**src/rfc_params.svh**
```systemverilog
// Constants of the receive frame filter: register indexes, field positions,
// reset values and frame-layout lengths.
// Assumes inclusion by bare name from every file that needs a figure.
`ifndef RFC_PARAMS_SVH
`define RFC_PARAMS_SVH

// Register indexes; byte address is four times the index
`define RFC_IDX_EUI_LO  8'h01
`define RFC_IDX_PANADR  8'h03
`define RFC_IDX_SYSCFG  8'h04
`define RFC_IDX_EUI_HI  8'h40
`define RFC_IDX_STATUS  8'h41

// Configuration field positions
`define RFC_FILTER_ON   0
`define RFC_COORD       1
`define RFC_ACC_BEACON  2
`define RFC_ACC_DATA    3
`define RFC_ACC_ACK     4
`define RFC_ACC_CMD     5
`define RFC_ACC_RSVD    6
`define RFC_ACC_T4      7
`define RFC_ACC_T5      8
`define RFC_CFG_MASK    32'h0000_01ff

// Reset values
`define RFC_SYSCFG_RST  32'h0000_0000
`define RFC_PANADR_RST  32'hffff_ffff
`define RFC_EUI_RST     64'h0000_0000_0000_0000

// Frame control field positions
`define RFC_FC_PANC     6
`define RFC_FC_DMODE_LO 10
`define RFC_FC_SMODE_LO 14
`define RFC_BCAST       16'hffff

// Octet lengths of frame parts
`define RFC_LEN_FC      7'h02
`define RFC_LEN_SEQ     7'h01
`define RFC_LEN_PAN     7'h02
`define RFC_LEN_SHORT   7'h02
`define RFC_LEN_EXT     7'h08
`define RFC_LEN_FCS     7'h02

`endif

```
**src/rfc_pkg.sv**
```systemverilog
// Types shared by the receive frame filter files.
// Assumes no surroundings beyond a SystemVerilog compiler.
package rfc_pkg;

  typedef enum logic [2:0] {
    FT_BEACON = 3'b000,
    FT_DATA   = 3'b001,
    FT_ACK    = 3'b010,
    FT_CMD    = 3'b011,
    FT_T4     = 3'b100,
    FT_T5     = 3'b101,
    FT_T6     = 3'b110,
    FT_T7     = 3'b111
  } rfc_ftype_e;

  typedef enum logic [1:0] {
    AM_NONE  = 2'b00,
    AM_RSVD  = 2'b01,
    AM_SHORT = 2'b10,
    AM_EXT   = 2'b11
  } rfc_amode_e;

endpackage

```
**src/rfc_bus_if.sv**
```systemverilog
// Register access carrier between the bus front end and the register bank.
// Assumes both ends run on the same clock.
interface rfc_bus_if #(parameter int ADDR_W = 12);
  logic              wr_en;
  logic [ADDR_W-1:0] addr;
  logic [31:0]       wdata;
  logic [31:0]       rdata;
  logic              hit;

  modport apb_side (output wr_en, output addr, output wdata, input rdata, input hit);
  modport reg_side (input wr_en, input addr, input wdata, output rdata, output hit);
endinterface

```
**src/rfc_apb_slave.sv**
```systemverilog
// Bus front end: APB slave with one wait state on every access.
// Assumes the register bank answers rdata and hit combinationally from addr.
module rfc_apb_slave #(
  parameter int ADDR_W = 12
) (
  // Clock and reset
  input  wire logic              sys_clk_in,
  input  wire logic              arst_n_in,
  // APB
  input  wire logic [ADDR_W-1:0] paddr_in,
  input  wire logic              psel_in,
  input  wire logic              penable_in,
  input  wire logic              pwrite_in,
  input  wire logic [31:0]       pwdata_in,
  output logic [31:0]            prdata_out,
  output logic                   pready_out,
  output logic                   pslverr_out,
  // Register bank
  rfc_bus_if.apb_side            bus
);

  logic access;

  assign access    = psel_in & penable_in & ~pready_out;
  assign bus.addr  = paddr_in;
  assign bus.wdata = pwdata_in;
  // Write lands at the edge where pready is sampled high
  assign bus.wr_en = psel_in & penable_in & pready_out & pwrite_in & bus.hit;

  always_ff @(posedge sys_clk_in or negedge arst_n_in) begin
    if (!arst_n_in) begin
      pready_out  <= 1'b0;
      prdata_out  <= 32'h0000_0000;
      pslverr_out <= 1'b0;
    end else begin
      pready_out  <= access;
      pslverr_out <= access & ~bus.hit;
      if (access && !pwrite_in && bus.hit) begin
        prdata_out <= bus.rdata;
      end else begin
        prdata_out <= 32'h0000_0000;
      end
    end
  end

endmodule

```
**src/rfc_filter.sv**
```systemverilog
// Receive frame filter: configuration registers and per-frame verdict.
// Assumes the receive path presents decoded frame fields with a one-cycle
// strobe per frame, synchronous to sys_clk_in.
//
// What this block does
// RL1 - The system configuration register sits at index 0x04 as a 32-bit read-write bitmap.
// RL2 - Bit 0 turns filtering on, and then a frame is good only if it passes every check.
// RL3 - A present destination must match network identifier plus short address, or the 64-bit id.
// RL4 - Software should program addresses and other bits before setting the enable bit.
// RL5 - Bit 1 makes a coordinator accept frames without destination if the source network matches.
// RL6 - With bit 1 clear, a present destination that differs from ours rejects the frame.
// RL7 - The frame type is the low three bits of frame control and selects the acceptance bit.
// RL8 - Bit 2 lets beacon frames (type 000) through subject to the other checks.
// RL9 - Bit 3 lets data frames (type 001) through subject to the other checks.
// RL10 - Bit 4 lets acknowledgement frames (type 010) through with the length check only, without address checks.
// RL11 - Bit 5 lets command frames (type 011) through subject to the other checks.
// RL12 - Bits 7 and 8 accept types 4 and 5 without address checks, else bit 6 decides.
// RL13 - Bit 6 accepts all types 4 to 7 without address checks.
// RL14 - Frame control still gives a minimum length and shorter frames are rejected.
// RL15 - Writes apply to frames whose check starts after the write, and reserved bits read zero.
//
// The implementer's own choice: the APB register port.
`include "rfc_params.svh"

module rfc_filter #(
  parameter int          ADDR_W  = 12,
  parameter logic [63:0] EUI_RST = `RFC_EUI_RST
) (
  // Clock and reset
  input  wire logic              sys_clk_in,
  input  wire logic              arst_n_in,
  // APB
  input  wire logic [ADDR_W-1:0] paddr_in,
  input  wire logic              psel_in,
  input  wire logic              penable_in,
  input  wire logic              pwrite_in,
  input  wire logic [31:0]       pwdata_in,
  output logic [31:0]            prdata_out,
  output logic                   pready_out,
  output logic                   pslverr_out,
  // Decoded received frame
  input  wire logic              frm_valid_in,
  input  wire logic [15:0]       frm_fc_in,
  input  wire logic [15:0]       frm_dst_pan_in,
  input  wire logic [63:0]       frm_dst_addr_in,
  input  wire logic [15:0]       frm_src_pan_in,
  input  wire logic [6:0]        frm_len_in,
  // Verdict
  output logic                   vrd_valid_out,
  output logic                   vrd_accept_out
);

  ////////////////////////////////////////////////////////////////////////////
  // Helpers

  function automatic logic [ADDR_W-1:0] addr_of(input logic [7:0] idx);
    addr_of = ADDR_W'({idx, 2'b00});
  endfunction

  function automatic logic [6:0] addr_len(input logic [1:0] mode);
    case (mode)
      rfc_pkg::AM_SHORT: addr_len = `RFC_LEN_SHORT;
      rfc_pkg::AM_EXT:   addr_len = `RFC_LEN_EXT;
      default:           addr_len = 7'h00;
    endcase
  endfunction

  ////////////////////////////////////////////////////////////////////////////
  // Bus front end

  rfc_bus_if #(.ADDR_W(ADDR_W)) bus ();

  rfc_apb_slave #(.ADDR_W(ADDR_W)) u_apb (
    .sys_clk_in  (sys_clk_in),
    .arst_n_in   (arst_n_in),
    .paddr_in    (paddr_in),
    .psel_in     (psel_in),
    .penable_in  (penable_in),
    .pwrite_in   (pwrite_in),
    .pwdata_in   (pwdata_in),
    .prdata_out  (prdata_out),
    .pready_out  (pready_out),
    .pslverr_out (pslverr_out),
    .bus         (bus)
  );

  ////////////////////////////////////////////////////////////////////////////
  // Registers

  logic [31:0] cfg_q;
  logic [31:0] panadr_q;
  logic [63:0] eui_q;
  logic [15:0] acc_cnt_q;
  logic [15:0] rej_cnt_q;
  logic [15:0] own_pan;
  logic [15:0] own_short;

  assign own_pan   = panadr_q[31:16];
  assign own_short = panadr_q[15:0];

  // RL1 configuration write path
  always_ff @(posedge sys_clk_in or negedge arst_n_in) begin
    if (!arst_n_in) begin
      cfg_q <= `RFC_SYSCFG_RST;
    end else if (bus.wr_en && bus.addr == addr_of(`RFC_IDX_SYSCFG)) begin
      // RL15 reserved bits dropped
      cfg_q <= bus.wdata & `RFC_CFG_MASK;
    end
  end

  always_ff @(posedge sys_clk_in or negedge arst_n_in) begin
    if (!arst_n_in) begin
      panadr_q <= `RFC_PANADR_RST;
    end else if (bus.wr_en && bus.addr == addr_of(`RFC_IDX_PANADR)) begin
      panadr_q <= bus.wdata;
    end
  end

  always_ff @(posedge sys_clk_in or negedge arst_n_in) begin
    if (!arst_n_in) begin
      eui_q <= EUI_RST;
    end else if (bus.wr_en && bus.addr == addr_of(`RFC_IDX_EUI_LO)) begin
      eui_q[31:0] <= bus.wdata;
    end else if (bus.wr_en && bus.addr == addr_of(`RFC_IDX_EUI_HI)) begin
      eui_q[63:32] <= bus.wdata;
    end
  end

  // Read decode
  always_comb begin
    bus.hit   = 1'b1;
    bus.rdata = 32'h0000_0000;
    if (bus.addr == addr_of(`RFC_IDX_SYSCFG)) begin
      bus.rdata = cfg_q;
    end else if (bus.addr == addr_of(`RFC_IDX_PANADR)) begin
      bus.rdata = panadr_q;
    end else if (bus.addr == addr_of(`RFC_IDX_EUI_LO)) begin
      bus.rdata = eui_q[31:0];
    end else if (bus.addr == addr_of(`RFC_IDX_EUI_HI)) begin
      bus.rdata = eui_q[63:32];
    end else if (bus.addr == addr_of(`RFC_IDX_STATUS)) begin
      bus.rdata = {rej_cnt_q, acc_cnt_q};
    end else begin
      bus.hit = 1'b0;
    end
  end

  ////////////////////////////////////////////////////////////////////////////
  // Frame decode

  rfc_pkg::rfc_ftype_e ftype;
  logic [1:0]          dmode;
  logic [1:0]          smode;
  logic [6:0]          min_len;
  logic                len_ok;
  logic                pan_ok;
  logic                dst_ok;
  logic                pass;
  logic                accept;

  // RL7 frame type field
  assign ftype = rfc_pkg::rfc_ftype_e'(frm_fc_in[2:0]);
  assign dmode = frm_fc_in[`RFC_FC_DMODE_LO+1:`RFC_FC_DMODE_LO];
  assign smode = frm_fc_in[`RFC_FC_SMODE_LO+1:`RFC_FC_SMODE_LO];

  // RL14 minimum length from frame control
  always_comb begin
    min_len = `RFC_LEN_FC + `RFC_LEN_SEQ + `RFC_LEN_FCS + addr_len(dmode) + addr_len(smode);
    if (dmode != rfc_pkg::AM_NONE) begin
      min_len = min_len + `RFC_LEN_PAN;
    end
    if (smode != rfc_pkg::AM_NONE && !frm_fc_in[`RFC_FC_PANC]) begin
      min_len = min_len + `RFC_LEN_PAN;
    end
  end

  assign len_ok = frm_len_in >= min_len;
  assign pan_ok = frm_dst_pan_in == own_pan || frm_dst_pan_in == `RFC_BCAST;

  // Destination check
  always_comb begin
    case (dmode)
      // RL3 short address match
      rfc_pkg::AM_SHORT: begin
        dst_ok = pan_ok && (frm_dst_addr_in[15:0] == own_short ||
                            frm_dst_addr_in[15:0] == `RFC_BCAST);
      end
      // RL3 extended id match
      rfc_pkg::AM_EXT: begin
        dst_ok = pan_ok && frm_dst_addr_in == eui_q;
      end
      // RL5 coordinator takes frames without destination
      rfc_pkg::AM_NONE: begin
        dst_ok = (cfg_q[`RFC_COORD] && frm_src_pan_in == own_pan) ||
                 ftype == rfc_pkg::FT_BEACON;
      end
      default: begin
        dst_ok = 1'b0;
      end
    endcase
  end

  // Per-type acceptance
  always_comb begin
    case (ftype)
      // RL8 beacon
      rfc_pkg::FT_BEACON: pass = cfg_q[`RFC_ACC_BEACON] & dst_ok;
      // RL9 data, RL6 mismatch rejects
      rfc_pkg::FT_DATA:   pass = cfg_q[`RFC_ACC_DATA] & dst_ok;
      // RL10 acknowledgement
      rfc_pkg::FT_ACK:    pass = cfg_q[`RFC_ACC_ACK];
      // RL11 command
      rfc_pkg::FT_CMD:    pass = cfg_q[`RFC_ACC_CMD] & dst_ok;
      // RL12 types four and five
      rfc_pkg::FT_T4:     pass = cfg_q[`RFC_ACC_T4] | cfg_q[`RFC_ACC_RSVD];
      rfc_pkg::FT_T5:     pass = cfg_q[`RFC_ACC_T5] | cfg_q[`RFC_ACC_RSVD];
      // RL13 remaining reserved types
      default:            pass = cfg_q[`RFC_ACC_RSVD];
    endcase
  end

  // RL2 filter off passes everything
  assign accept = ~cfg_q[`RFC_FILTER_ON] | (len_ok & pass);

  ////////////////////////////////////////////////////////////////////////////
  // Verdict and counters

  // RL15 uses the configuration standing at the strobe
  always_ff @(posedge sys_clk_in or negedge arst_n_in) begin
    if (!arst_n_in) begin
      vrd_valid_out  <= 1'b0;
      vrd_accept_out <= 1'b0;
    end else begin
      vrd_valid_out  <= frm_valid_in;
      vrd_accept_out <= frm_valid_in & accept;
    end
  end

  always_ff @(posedge sys_clk_in or negedge arst_n_in) begin
    if (!arst_n_in) begin
      acc_cnt_q <= 16'h0000;
      rej_cnt_q <= 16'h0000;
    end else if (frm_valid_in) begin
      if (accept) begin
        acc_cnt_q <= acc_cnt_q + 16'h0001;
      end else begin
        rej_cnt_q <= rej_cnt_q + 16'h0001;
      end
    end
  end

  ////////////////////////////////////////////////////////////////////////////
  // Assertions

  logic hdr_frm;
  logic coord_src_ok;
  assign hdr_frm      = frm_valid_in & cfg_q[`RFC_FILTER_ON];
  assign coord_src_ok = cfg_q[`RFC_COORD] & (frm_src_pan_in == own_pan);

  a_cfg_write_lands: assert property ( // RL1
    @(posedge sys_clk_in) disable iff (!arst_n_in)
    psel_in && penable_in && pready_out && pwrite_in && paddr_in == addr_of(`RFC_IDX_SYSCFG)
    |=> cfg_q == ($past(pwdata_in) & `RFC_CFG_MASK))
    else $error("configuration write not stored");

  a_cfg_rsvd_zero: assert property ( // RL15
    @(posedge sys_clk_in) disable iff (!arst_n_in)
    psel_in && penable_in && !pwrite_in && paddr_in == addr_of(`RFC_IDX_SYSCFG)
    ##1 pready_out |-> prdata_out[31:9] == 23'h000000 && prdata_out[8:0] == cfg_q[8:0])
    else $error("configuration readback wrong");

  a_filter_off_pass: assert property ( // RL2
    @(posedge sys_clk_in) disable iff (!arst_n_in)
    frm_valid_in && !cfg_q[`RFC_FILTER_ON] |=> vrd_valid_out && vrd_accept_out)
    else $error("frame dropped with filtering off");

  a_beacon_gate: assert property ( // RL8
    @(posedge sys_clk_in) disable iff (!arst_n_in)
    hdr_frm && frm_fc_in[2:0] == 3'b000 && !cfg_q[`RFC_ACC_BEACON] |=> !vrd_accept_out)
    else $error("beacon accepted while blocked");

  a_data_gate: assert property ( // RL9
    @(posedge sys_clk_in) disable iff (!arst_n_in)
    hdr_frm && frm_fc_in[2:0] == 3'b001 && !cfg_q[`RFC_ACC_DATA] |=> !vrd_accept_out)
    else $error("data frame accepted while blocked");

  a_ack_pass: assert property ( // RL10
    @(posedge sys_clk_in) disable iff (!arst_n_in)
    hdr_frm && frm_fc_in[2:0] == 3'b010 && len_ok |=> vrd_accept_out == $past(cfg_q[4]))
    else $error("acknowledgement verdict wrong");

  a_cmd_gate: assert property ( // RL11
    @(posedge sys_clk_in) disable iff (!arst_n_in)
    hdr_frm && frm_fc_in[2:0] == 3'b011 && !cfg_q[`RFC_ACC_CMD] |=> !vrd_accept_out)
    else $error("command frame accepted while blocked");

  a_type4_pass: assert property ( // RL12
    @(posedge sys_clk_in) disable iff (!arst_n_in)
    hdr_frm && frm_fc_in[2:0] == 3'b100 && len_ok && cfg_q[`RFC_ACC_T4] |=> vrd_accept_out)
    else $error("type four frame rejected");

  a_rsvd_all: assert property ( // RL13
    @(posedge sys_clk_in) disable iff (!arst_n_in)
    hdr_frm && frm_fc_in[2] && len_ok && cfg_q[`RFC_ACC_RSVD] |=> vrd_accept_out)
    else $error("reserved type rejected");

  a_short_frame: assert property ( // RL14
    @(posedge sys_clk_in) disable iff (!arst_n_in)
    hdr_frm && frm_len_in < 7'h05 |=> vrd_valid_out && !vrd_accept_out)
    else $error("short frame accepted");

  a_node_mismatch: assert property ( // RL6
    @(posedge sys_clk_in) disable iff (!arst_n_in)
    hdr_frm && frm_fc_in[11:10] == 2'b10 && frm_fc_in[2:0] == 3'b001 &&
    frm_dst_addr_in[15:0] != own_short && frm_dst_addr_in[15:0] != 16'hffff
    |=> !vrd_accept_out)
    else $error("foreign destination accepted");

  a_coord_nodst: assert property ( // RL5
    @(posedge sys_clk_in) disable iff (!arst_n_in)
    hdr_frm && frm_fc_in[11:10] == 2'b00 && frm_fc_in[2:0] == 3'b001 && len_ok &&
    cfg_q[`RFC_ACC_DATA] |=> vrd_accept_out == $past(coord_src_ok))
    else $error("coordinator verdict wrong");

endmodule

```
**config.mk**
```make
export PLATFORM = sky130hd
export DESIGN_NAME = rfc_filter
export DESIGN_NICKNAME = d
export VERILOG_FILES = /design/src/rfc_pkg.sv /design/src/rfc_bus_if.sv /design/src/rfc_apb_slave.sv /design/src/rfc_filter.sv
export VERILOG_INCLUDE_DIRS = /design/src
export SDC_FILE = /design/constraint.sdc
export NUM_CORES = 1
export LEC_CHECK = 0
export ABC_CLOCK_PERIOD_IN_PS = 2400
export BUFFER_PORTS_ARGS = -buffer_cell sky130_fd_sc_hd__buf_4
export CAP_MARGIN = 20
export CORE_MARGIN = 2
export CORE_UTILIZATION = 45
export CTS_BUF_LIST = sky130_fd_sc_hd__clkbuf_8
export CTS_CLUSTER_SIZE = 16
export DETAILED_ROUTE_END_ITERATION = 10
export MAX_ROUTING_LAYER = met4
export PLACE_DENSITY = 0.72
export SLEW_MARGIN = 20
export SYNTH_ARGS = -nofsm -noshare
export SYNTH_HDL_FRONTEND = slang
export SYNTH_HIERARCHICAL = 1
export SYNTH_SLANG_ARGS = --single-unit
```
**constraint.sdc**
```tcl
create_clock -name sys_clk_in -period 2.4 [get_ports sys_clk_in]
set_input_delay 0 -clock sys_clk_in [delete_from_list [all_inputs] [get_ports sys_clk_in]]
set_output_delay 0 -clock sys_clk_in [all_outputs]
set_load 0.005 [all_outputs]
```
==> results of run 1 <==
==> per-stage QoR <==
stage          setup TNS [ns]  instances  cell area [sq um]
3_3_place_gp           -18.59       1428              12600
3_5_place_dp           -21.41       1428              12600
6_report               -10.65       1495              13500
4_1_cts                 -9.39       1494              13400
2_1_floorplan          -13.76        894              10300
5_1_grt                -14.90       1495              13500
==> synthesized netlist by cell type (all sizes together), types with 3 or more instances <==
cell / count / share of area, %
dfrtp: 141 / 35
xnor2: 117 / 10
mux2: 108 / 12
buf: 66 / 5.0
mux2i: 56 / 5.6
nand2: 53 / 2.0
nand4: 38 / 2.4
nor3: 38 / 3.6
nor2: 36 / 1.4
dfstp: 32 / 8.4
xor2: 30 / 2.6
o22ai: 24 / 1.5
a21oi: 21 / 1.1
nand3: 21 / 1.1
clkbuf: 20 / 0.75
nor4: 15 / 0.94
o21ai: 15 / 0.75
ha: 12 / 1.5
and3: 9 / 0.56
inv: 8 / 0.30
a211oi: 3 / 0.28
==> critical path, stage by stage (launching register included) <==
cell and delay [ns]:
sky130_fd_sc_hd__dfstp_2 0.60, sky130_fd_sc_hd__xnor2_4 0.15, sky130_fd_sc_hd__nand4_1 0.17, sky130_fd_sc_hd__nor4_2 0.32
sky130_fd_sc_hd__buf_4 0.17, sky130_fd_sc_hd__o31ai_2 0.07, sky130_fd_sc_hd__a221o_1 0.31, sky130_fd_sc_hd__a211oi_4 0.29
sky130_fd_sc_hd__buf_12 0.17, sky130_fd_sc_hd__nand2b_4 0.14, sky130_fd_sc_hd__mux2_4 0.29
==> final cells by class <==
| class | instances | area [sq um] |
|---|---|---|
| clock inverters | 14 | 181 |
| fillers | 1773 | 8280 |
| inverters | 8 | 30.0 |
| repair buffers | 375 | 2990 |
| clock buffers | 18 | 248 |
| flip-flops and latches | 173 | 4370 |
| multi-input cells | 627 | 5370 |
| well taps | 280 | 350 |
==> power breakdown <==
part           switching, mW  internal, mW  total [mW]  leakage [nW]
clock network           1.18          1.08        2.26         0.214
logic                  0.448         0.482       0.930          3.89
registers             0.0969          2.97        3.07          2.28
==> flip-flops by register name, indices dropped and copies added, names as in the netlist <==
signal	cells
eui_q	64
u_apb/pready_out	1
u_apb/pslverr_out	1
vrd_accept_out	1
acc_cnt_q	16
rej_cnt_q	16
cfg_q	9
panadr_q	32
vrd_valid_out	1
u_apb/prdata_out	32
==> timing repair <==
action / CTS / global route
pin swaps: 9 / 12
cloned: 0 / 1
hold buffers: 34 / 0
hold endpoints to repair: 192 / 0
setup buffers: 0 / 0
gates resized for setup: 14 / 12
endpoints found under the setup margin: 33 / 33
==> routing by layer <==
metal	up-vias	part of all wire, %
li1	3729	-
met1	4012	43
met2	339	47
met3	46	6.5
met4	0	2.7
met5	-	0
==> final timing paths <==
kind                            cells past startpoint               end     startpoint
worst max-delay path                               10      rej_cnt_q[1]   panadr_q[14]
worst min-delay path                                2          cfg_q[6]      arst_n_in
worst max register to register                     10      rej_cnt_q[1]   panadr_q[14]
worst min register to register                      1     acc_cnt_q[15]  acc_cnt_q[15]
max in group asynchronous                           3      panadr_q[22]      arst_n_in
min in group sys_clk_in                             4  u_apb/pready_out     penable_in
==> cells by family (layout without fill, tap and decap cells) <==
kind of cell	Yosys count	count (layout)	share of synthesized area, %
other	1	1	0.0375
AOI/OAI and AO/OA	77	77	4.72
muxes	164	164	17.8
and+or+nand+nor	225	225	13.0
buffers and inverters	94	415	6.10
adders and majority gates	13	13	1.70
xor gates and xnor gates	147	147	12.9
DFF	173	173	43.7
==> placed cells by master (no fill, tap or decap), drive strengths merged, types with 2 or more instances in the layout <==
cell type	instances
nand3	21
a21oi	21
mux2i	56
nor3	38
xor2	30
clkbuf	19
nand2	53
and2	2
and3	9
bufinv	3
o21ai	15
ha	12
nand3b	2
and4	2
nand2b	2
dfrtp	141
xnor2	117
nor2	36
dlygate4sd3	34
clkinvlp	2
a21o	2
inv	14
dfstp	32
nand4	38
a211oi	3
nor4	15
mux2	108
o31ai	2
o22ai	24
nor2b	2
buf	340
clkinv	3
==> PnR_summary.wiki, run 1 <==
{| class="wikitable"
! Metric !! Value
|-
| Met3 Resource Use GR || about 4.5%
|-
| Number of instances in the synthesized netlist || about 890
|-
| Most instantiated flip-flop cell in the synthesis netlist || sky130_fd_sc_hd__dfrtp_1
|-
| Setup slack of the worst register-to-register path || -0.40 ns
|-
| Core footprint || around 22000 sq um
|-
| Final net count || 1384
|-
| Overflow left after global routing || 0
|-
| Htree depth || 4
|-
| Average wire length per cell after detail routing || between 20 and 25 um
|-
| IO Pins || a little over 200
|-
| Overall power consumption || about 6.3 mW
|-
| Critical Path AT || 3.16 ns
|-
| Max_slew headroom || between 50% and 60%
|-
| Post-Syn Area || 9990 sq um
|-
| Type of the worst setup path || register to register
|-
| Overall routing resource usage || about 28%
|-
| Violated checks || negative setup slack
|-
| Global-route wire length before repair || around 48000 um
|-
| Post-route clock period utilization || 117%
|-
| Final-report setup violation count || 33
|-
| Skew final || around 0.017 ns
|-
| Min Clock Period, post-route || 2.80 ns
|-
| Placement-stage worst setup slack || -0.768 ns
|-
| Area delta synth->final || 35.6%
|-
| Number of antenna diodes || 0
|-
| Vertical die dimension || 153 um
|-
| Number of DRC violations after detailed routing || 0
|-
| Worst-Skew Late Latency || ~0.48 ns
|-
| Max Root-Sink Buffers || 2
|-
| Setup ws final || -0.400 ns
|-
| DRC marker count from the first detailed-route iteration || around 550
|-
| Drt via density || between 5 and 6
|-
| CTS Buf Count || 17
|-
| PwrDens || 462 nW/um^2
|-
| Placement Rows || 54
|-
| Portion of the post-synthesis area used by sequential elements || roughly 44%
|-
| Fraction of the core area covered by cells at the end of the flow || between 60% and 70%
|-
| Number of input and output port buffers inserted || around 200
|-
| Buffer type at the clock tree root || sky130_fd_sc_hd__clkbuf_8
|-
| Final RePlAce weighted congestion || slightly above 0.9
|-
| Slew at the pin closest to its max-slew limit || slightly below 0.7 ns
|-
| Count of vias placed by the detailed router || 8126
|-
| Number of global-route vias before repair || approximately 8400
|-
| Number of nets with antenna violations after detailed routing || 0
|-
| Clock-pin slew on the worst setup and hold paths || 0.10 ns
|-
| Detailed-placement wirelength estimate || between 20000 and 25000 um
|-
| Timing-limited maximum frequency || 0.357 GHz
|-
| Total die area || 23400 sq um
|-
| Status || finished with violations
|-
| Met2 Use GR || a little over two fifths
|-
| Clk sinks || between 150 and 200
|-
| Aggregate routed wire length || ~31000 um
|-
| Async set-reset flop share out of synthesis || 100%
|-
| Antenna violations before repair || 0
|-
| Required time reported for the critical path endpoint || around 2.8 ns
|-
| Hold Crit Class || primary input to async pin
|-
| Count of warnings emitted by yosys || 6
|-
| Yosys reg bits || ~170
|-
| Global route hottest layer || met2
|-
| Number of nets produced by synthesis || 1076
|-
| Tightest hold margin || approximately 0.059 ns
|-
| Mean instance size in the synthesized netlist || 11.2 sq um
|-
| Die width || 153 um
|-
| Largest net degree at the start of global routing || 74
|-
| Startpoint type of the worst setup path || register
|-
| Sort of element at the end of the critical path || register
|-
| 1st-pass router iterations || 5
|-
| Maximum capacitance violations || 0
|-
| Number of pins exceeding their max-slew limit in the final report || 0
|-
| Number of enable-type register cells in the synthesized netlist || 0
|-
| Share of post-route cells with drive strength above 1 || 49.0%
|-
| Met1 usage || between 30% and 40%
|-
| CTS tree || yes
|-
| Worst IR Drop VDD || 388 uV
|-
| Endpoints failing hold || 0
|-
| Static leakage || 6.38 nW
|-
| Maximum fanout along the worst path || 7
|-
| Starting density of the core || a little under half
|-
| Setup repair after global routing missed its margin || yes
|-
| Number of different library cells in the post-synthesis netlist || 54
|}
Note: power is estimated with default switching activity, not from simulation.
==> inputs of run 2 (changes only) <==
Settings changed: CORE_ASPECT_RATIO set to 1.4.
==> PnR_summary.wiki, run 2 (synthesis results as in run 1) <==
{| class="wikitable"
! Metric !! Value
|-
| Status || finished with violations
|-
| Violated checks || negative setup slack
|-
| Worst-Skew Late Latency || 0.49 ns (about the same)
|-
| Clock-pin slew on the worst setup and hold paths || 0.10 ns (about the same)
|-
| Die width || 130 um (-15%)
|-
| Leading cell type in the layout, fill and taps excluded || sky130_fd_sc_hd__buf_4
|-
| Vertical die dimension || 180 um (+18%)
|-
| Filler instances || 1847 (+4.2%)
|-
| Count of vias placed by the detailed router || 8207 (+1.0%)
|-
| 1st-pass router iterations || 8 (+3)
|-
| Drt via density || 5.43 (about the same)
|-
| Setup ws final || -0.422 ns (-0.0212 ns)
|-
| Hold Crit Class || primary input to async pin
|-
| Core footprint || 21900 sq um (+0.17%)
|-
| Setup repair after global routing missed its margin || yes
|-
| Family with the most delay on the worst path || simple AND/OR/NAND/NOR gates
|-
| Worst IR Drop VDD || 402 uV (+3.5%)
|-
| Htree depth || 4 (unchanged)
|-
| CTS tree || yes
|-
| Number of global-route vias before repair || 8576 (+2.5%)
|-
| Number of input and output port buffers inserted || 196 (unchanged)
|-
| Skew final || 0.0174 ns (+0.000424 ns)
|-
| FF-to-FF path depth || 10 (unchanged)
|-
| Worst path slowest cell || sky130_fd_sc_hd__dfstp_2
|-
| Standard cell area after detailed placement || 12600 sq um (-0.11%)
|-
| DRC marker count from the first detailed-route iteration || 614 (+13%)
|-
| Clk sinks || 173 (unchanged)
|-
| Static leakage || 6.34 nW (-0.73%)
|-
| Maximum fanout along the worst path || 13 (+6)
|-
| Startpoint type of the worst setup path || register
|-
| Number of nets with antenna violations after detailed routing || 0 (unchanged)
|-
| Type of the worst setup path || register to register
|-
| Number of pins exceeding their max-slew limit in the final report || 0 (unchanged)
|-
| Required time reported for the critical path endpoint || 2.78 ns (+0.02 ns)
|-
| Share of post-route cells with drive strength above 1 || 48.8% (-0.21 points)
|-
| Final RePlAce weighted congestion || 0.941 (+1.7%)
|-
| Number of flip-flops in the largest register || 64 (unchanged)
|-
| Finished Cell Area || 13400 sq um (-0.79%)
|-
| Detailed-placement wirelength estimate || 24000 um (+2.4%)
|-
| Placement Rows || 64 (+19%)
|-
| Max_slew headroom || 49.8% (-4.9 points)
|-
| Largest reg by FF count || eui_q
|-
| Top Registers || eui_q (64), panadr_q (32), u_apb/prdata_out (32)
|-
| Timing-limited maximum frequency || 0.354 GHz (-0.75%)
|-
| Final-report setup violation count || 33 (unchanged)
|-
| Starting density of the core || 45.7% (-0.079 points)
|-
| Number of antenna diodes || 0 (unchanged)
|-
| Tightest hold margin || 0.118 ns (+0.0587 ns)
|-
| Critical Path AT || 3.20 ns (+0.04 ns)
|-
| Number of DRC violations after detailed routing || 0 (unchanged)
|-
| Slew at the pin closest to its max-slew limit || 0.754 ns (+0.0739 ns)
|-
| IO Pins || 205 (unchanged)
|-
| Min Clock Period, post-route || 2.82 ns (+0.0212 ns)
|-
| Critical path depth || 10 (unchanged)
|-
| Aggregate routed wire length || 31700 um (+0.88%)
|-
| Crit path buf inv count || 2 (unchanged)
|-
| Maximum capacitance violations || 0 (unchanged)
|-
| Overall routing resource usage || 28.2% (+0.54 points)
|-
| Global-route wire length before repair || 48000 um (+0.16%)
|-
| Most frequent cells in the layout || sky130_fd_sc_hd__buf_4 (331), sky130_fd_sc_hd__dfrtp_1 (141), sky130_fd_sc_hd__xnor2_1 (109)
|-
| Area delta synth->final || 34.5%
|-
| Endpoints failing hold || 0 (unchanged)
|-
| Antenna violations before repair || 0 (unchanged)
|-
| Overflow left after global routing || 0 (unchanged)
|-
| Overall power consumption || 6.01 mW (-4.0%)
|-
| Sort of element at the end of the critical path || register
|-
| Total die area || 23400 sq um (about the same)
|-
| Final net count || 1383 (-0.072%)
|-
| Buffer type at the clock tree root || sky130_fd_sc_hd__clkbuf_8
|-
| Post-route clock period utilization || 118% (+0.88 points)
|-
| Largest net degree at the start of global routing || 79 (+6.8%)
|-
| Average wire length per cell after detail routing || 21.0 um (-0.19%)
|-
| Maximum single-stage delay on the critical path || 0.58 ns (-0.02 ns)
|-
| PwrDens || 448 nW/um^2 (-3.2%)
|-
| Cells along the critical path || xnor2_2, nand4_1, nor4_4, buf_4, o31ai_2, a221o_1, a211oi_4, buf_12, nand2b_4, mux2_4
|-
| Max Root-Sink Buffers || 2 (unchanged)
|-
| CTS Buf Count || 17 (unchanged)
|}
==> run 2: changes by cell type in the layout (fill, tap and decap cells not counted), sizes merged <==
cell / delta
clkinvlp: -1
buf: -1
inv: +1
dlygate4sd3: +1
bufinv: -2
clkbuf: -1
clkinv: +2
==> run 2: timing repair <==
item / in CTS / in global routing
setup buffers: 2 / 0
resized for setup: 9 / 11
setup endpoints to repair: 33 / 33
hold buffers: 35 / 0
hold endpoints to repair: 187 / 0
pin swaps: 2 / 7
==> run 2: final timing paths <==
path	from	endpoint	slack [ns]
max in group asynchronous	arst_n_in	panadr_q[2]	1.41
worst max register to register	panadr_q[4]	rej_cnt_q[1]	-0.42
min in group sys_clk_in	paddr_in[4]	u_apb/prdata_out[5]	0.22
worst min-delay path	arst_n_in	acc_cnt_q[14]	0.12
worst max-delay path	panadr_q[4]	rej_cnt_q[1]	-0.42
worst min register to register	rej_cnt_q[15]	rej_cnt_q[15]	0.48
==> run 2: report_power, final <==
part / internal, mW / switching [mW]
clock network: 0.868 / 1.16
registers: 2.97 / 0.0895
logic: 0.482 / 0.441
==> run 2: area by class of cell <==
| type | count | area (sq um) | area share (%) |
|---|---|---|---|
| Clock buffer | 18 | 248 | 1.84 |
| Timing Repair Buffer | 374 | 2960 | 22.0 |
| Inverter | 8 | 30.0 | 0.223 |
| Sequential cell | 173 | 4370 | 32.5 |
| Tap cell | 297 | 372 | 2.77 |
| Clock inverter | 14 | 134 | 0.996 |
| Multi-Input combinational cell | 627 | 5320 | 39.6 |
==> run 2: layer usage <==
metal / part of all wire (%) / vias to the layer above / global-route usage [%] / routed length, um
met5: 0 / - / - / 0
met4: 4.9 / 0 / 12.9 / 1560
met3: 5.5 / 87 / 4.31 / 1740
met2: 52 / 370 / 47.7 / 16400
met1: 38 / 4022 / 32.6 / 12000
li1: - / 3728 / - / -
==> run 2: per-stage QoR <==
| stage | cells | worst slack (ns) | utilization, % | setup TNS, ns |
|---|---|---|---|---|
| floorplan | 894 | -0.460 | - | -13.76 |
| global placement | 1442 | -0.621 | 57.5 | -16.78 |
| detailed placement | 1442 | -0.735 | 57.5 | -19.41 |
| CTS | 1511 | -0.420 | 61.2 | -11.31 |
| global route | 1511 | -0.447 | 61.5 | -12.44 |
| finish | 1511 | -0.422 | 61.5 | -11.08 |
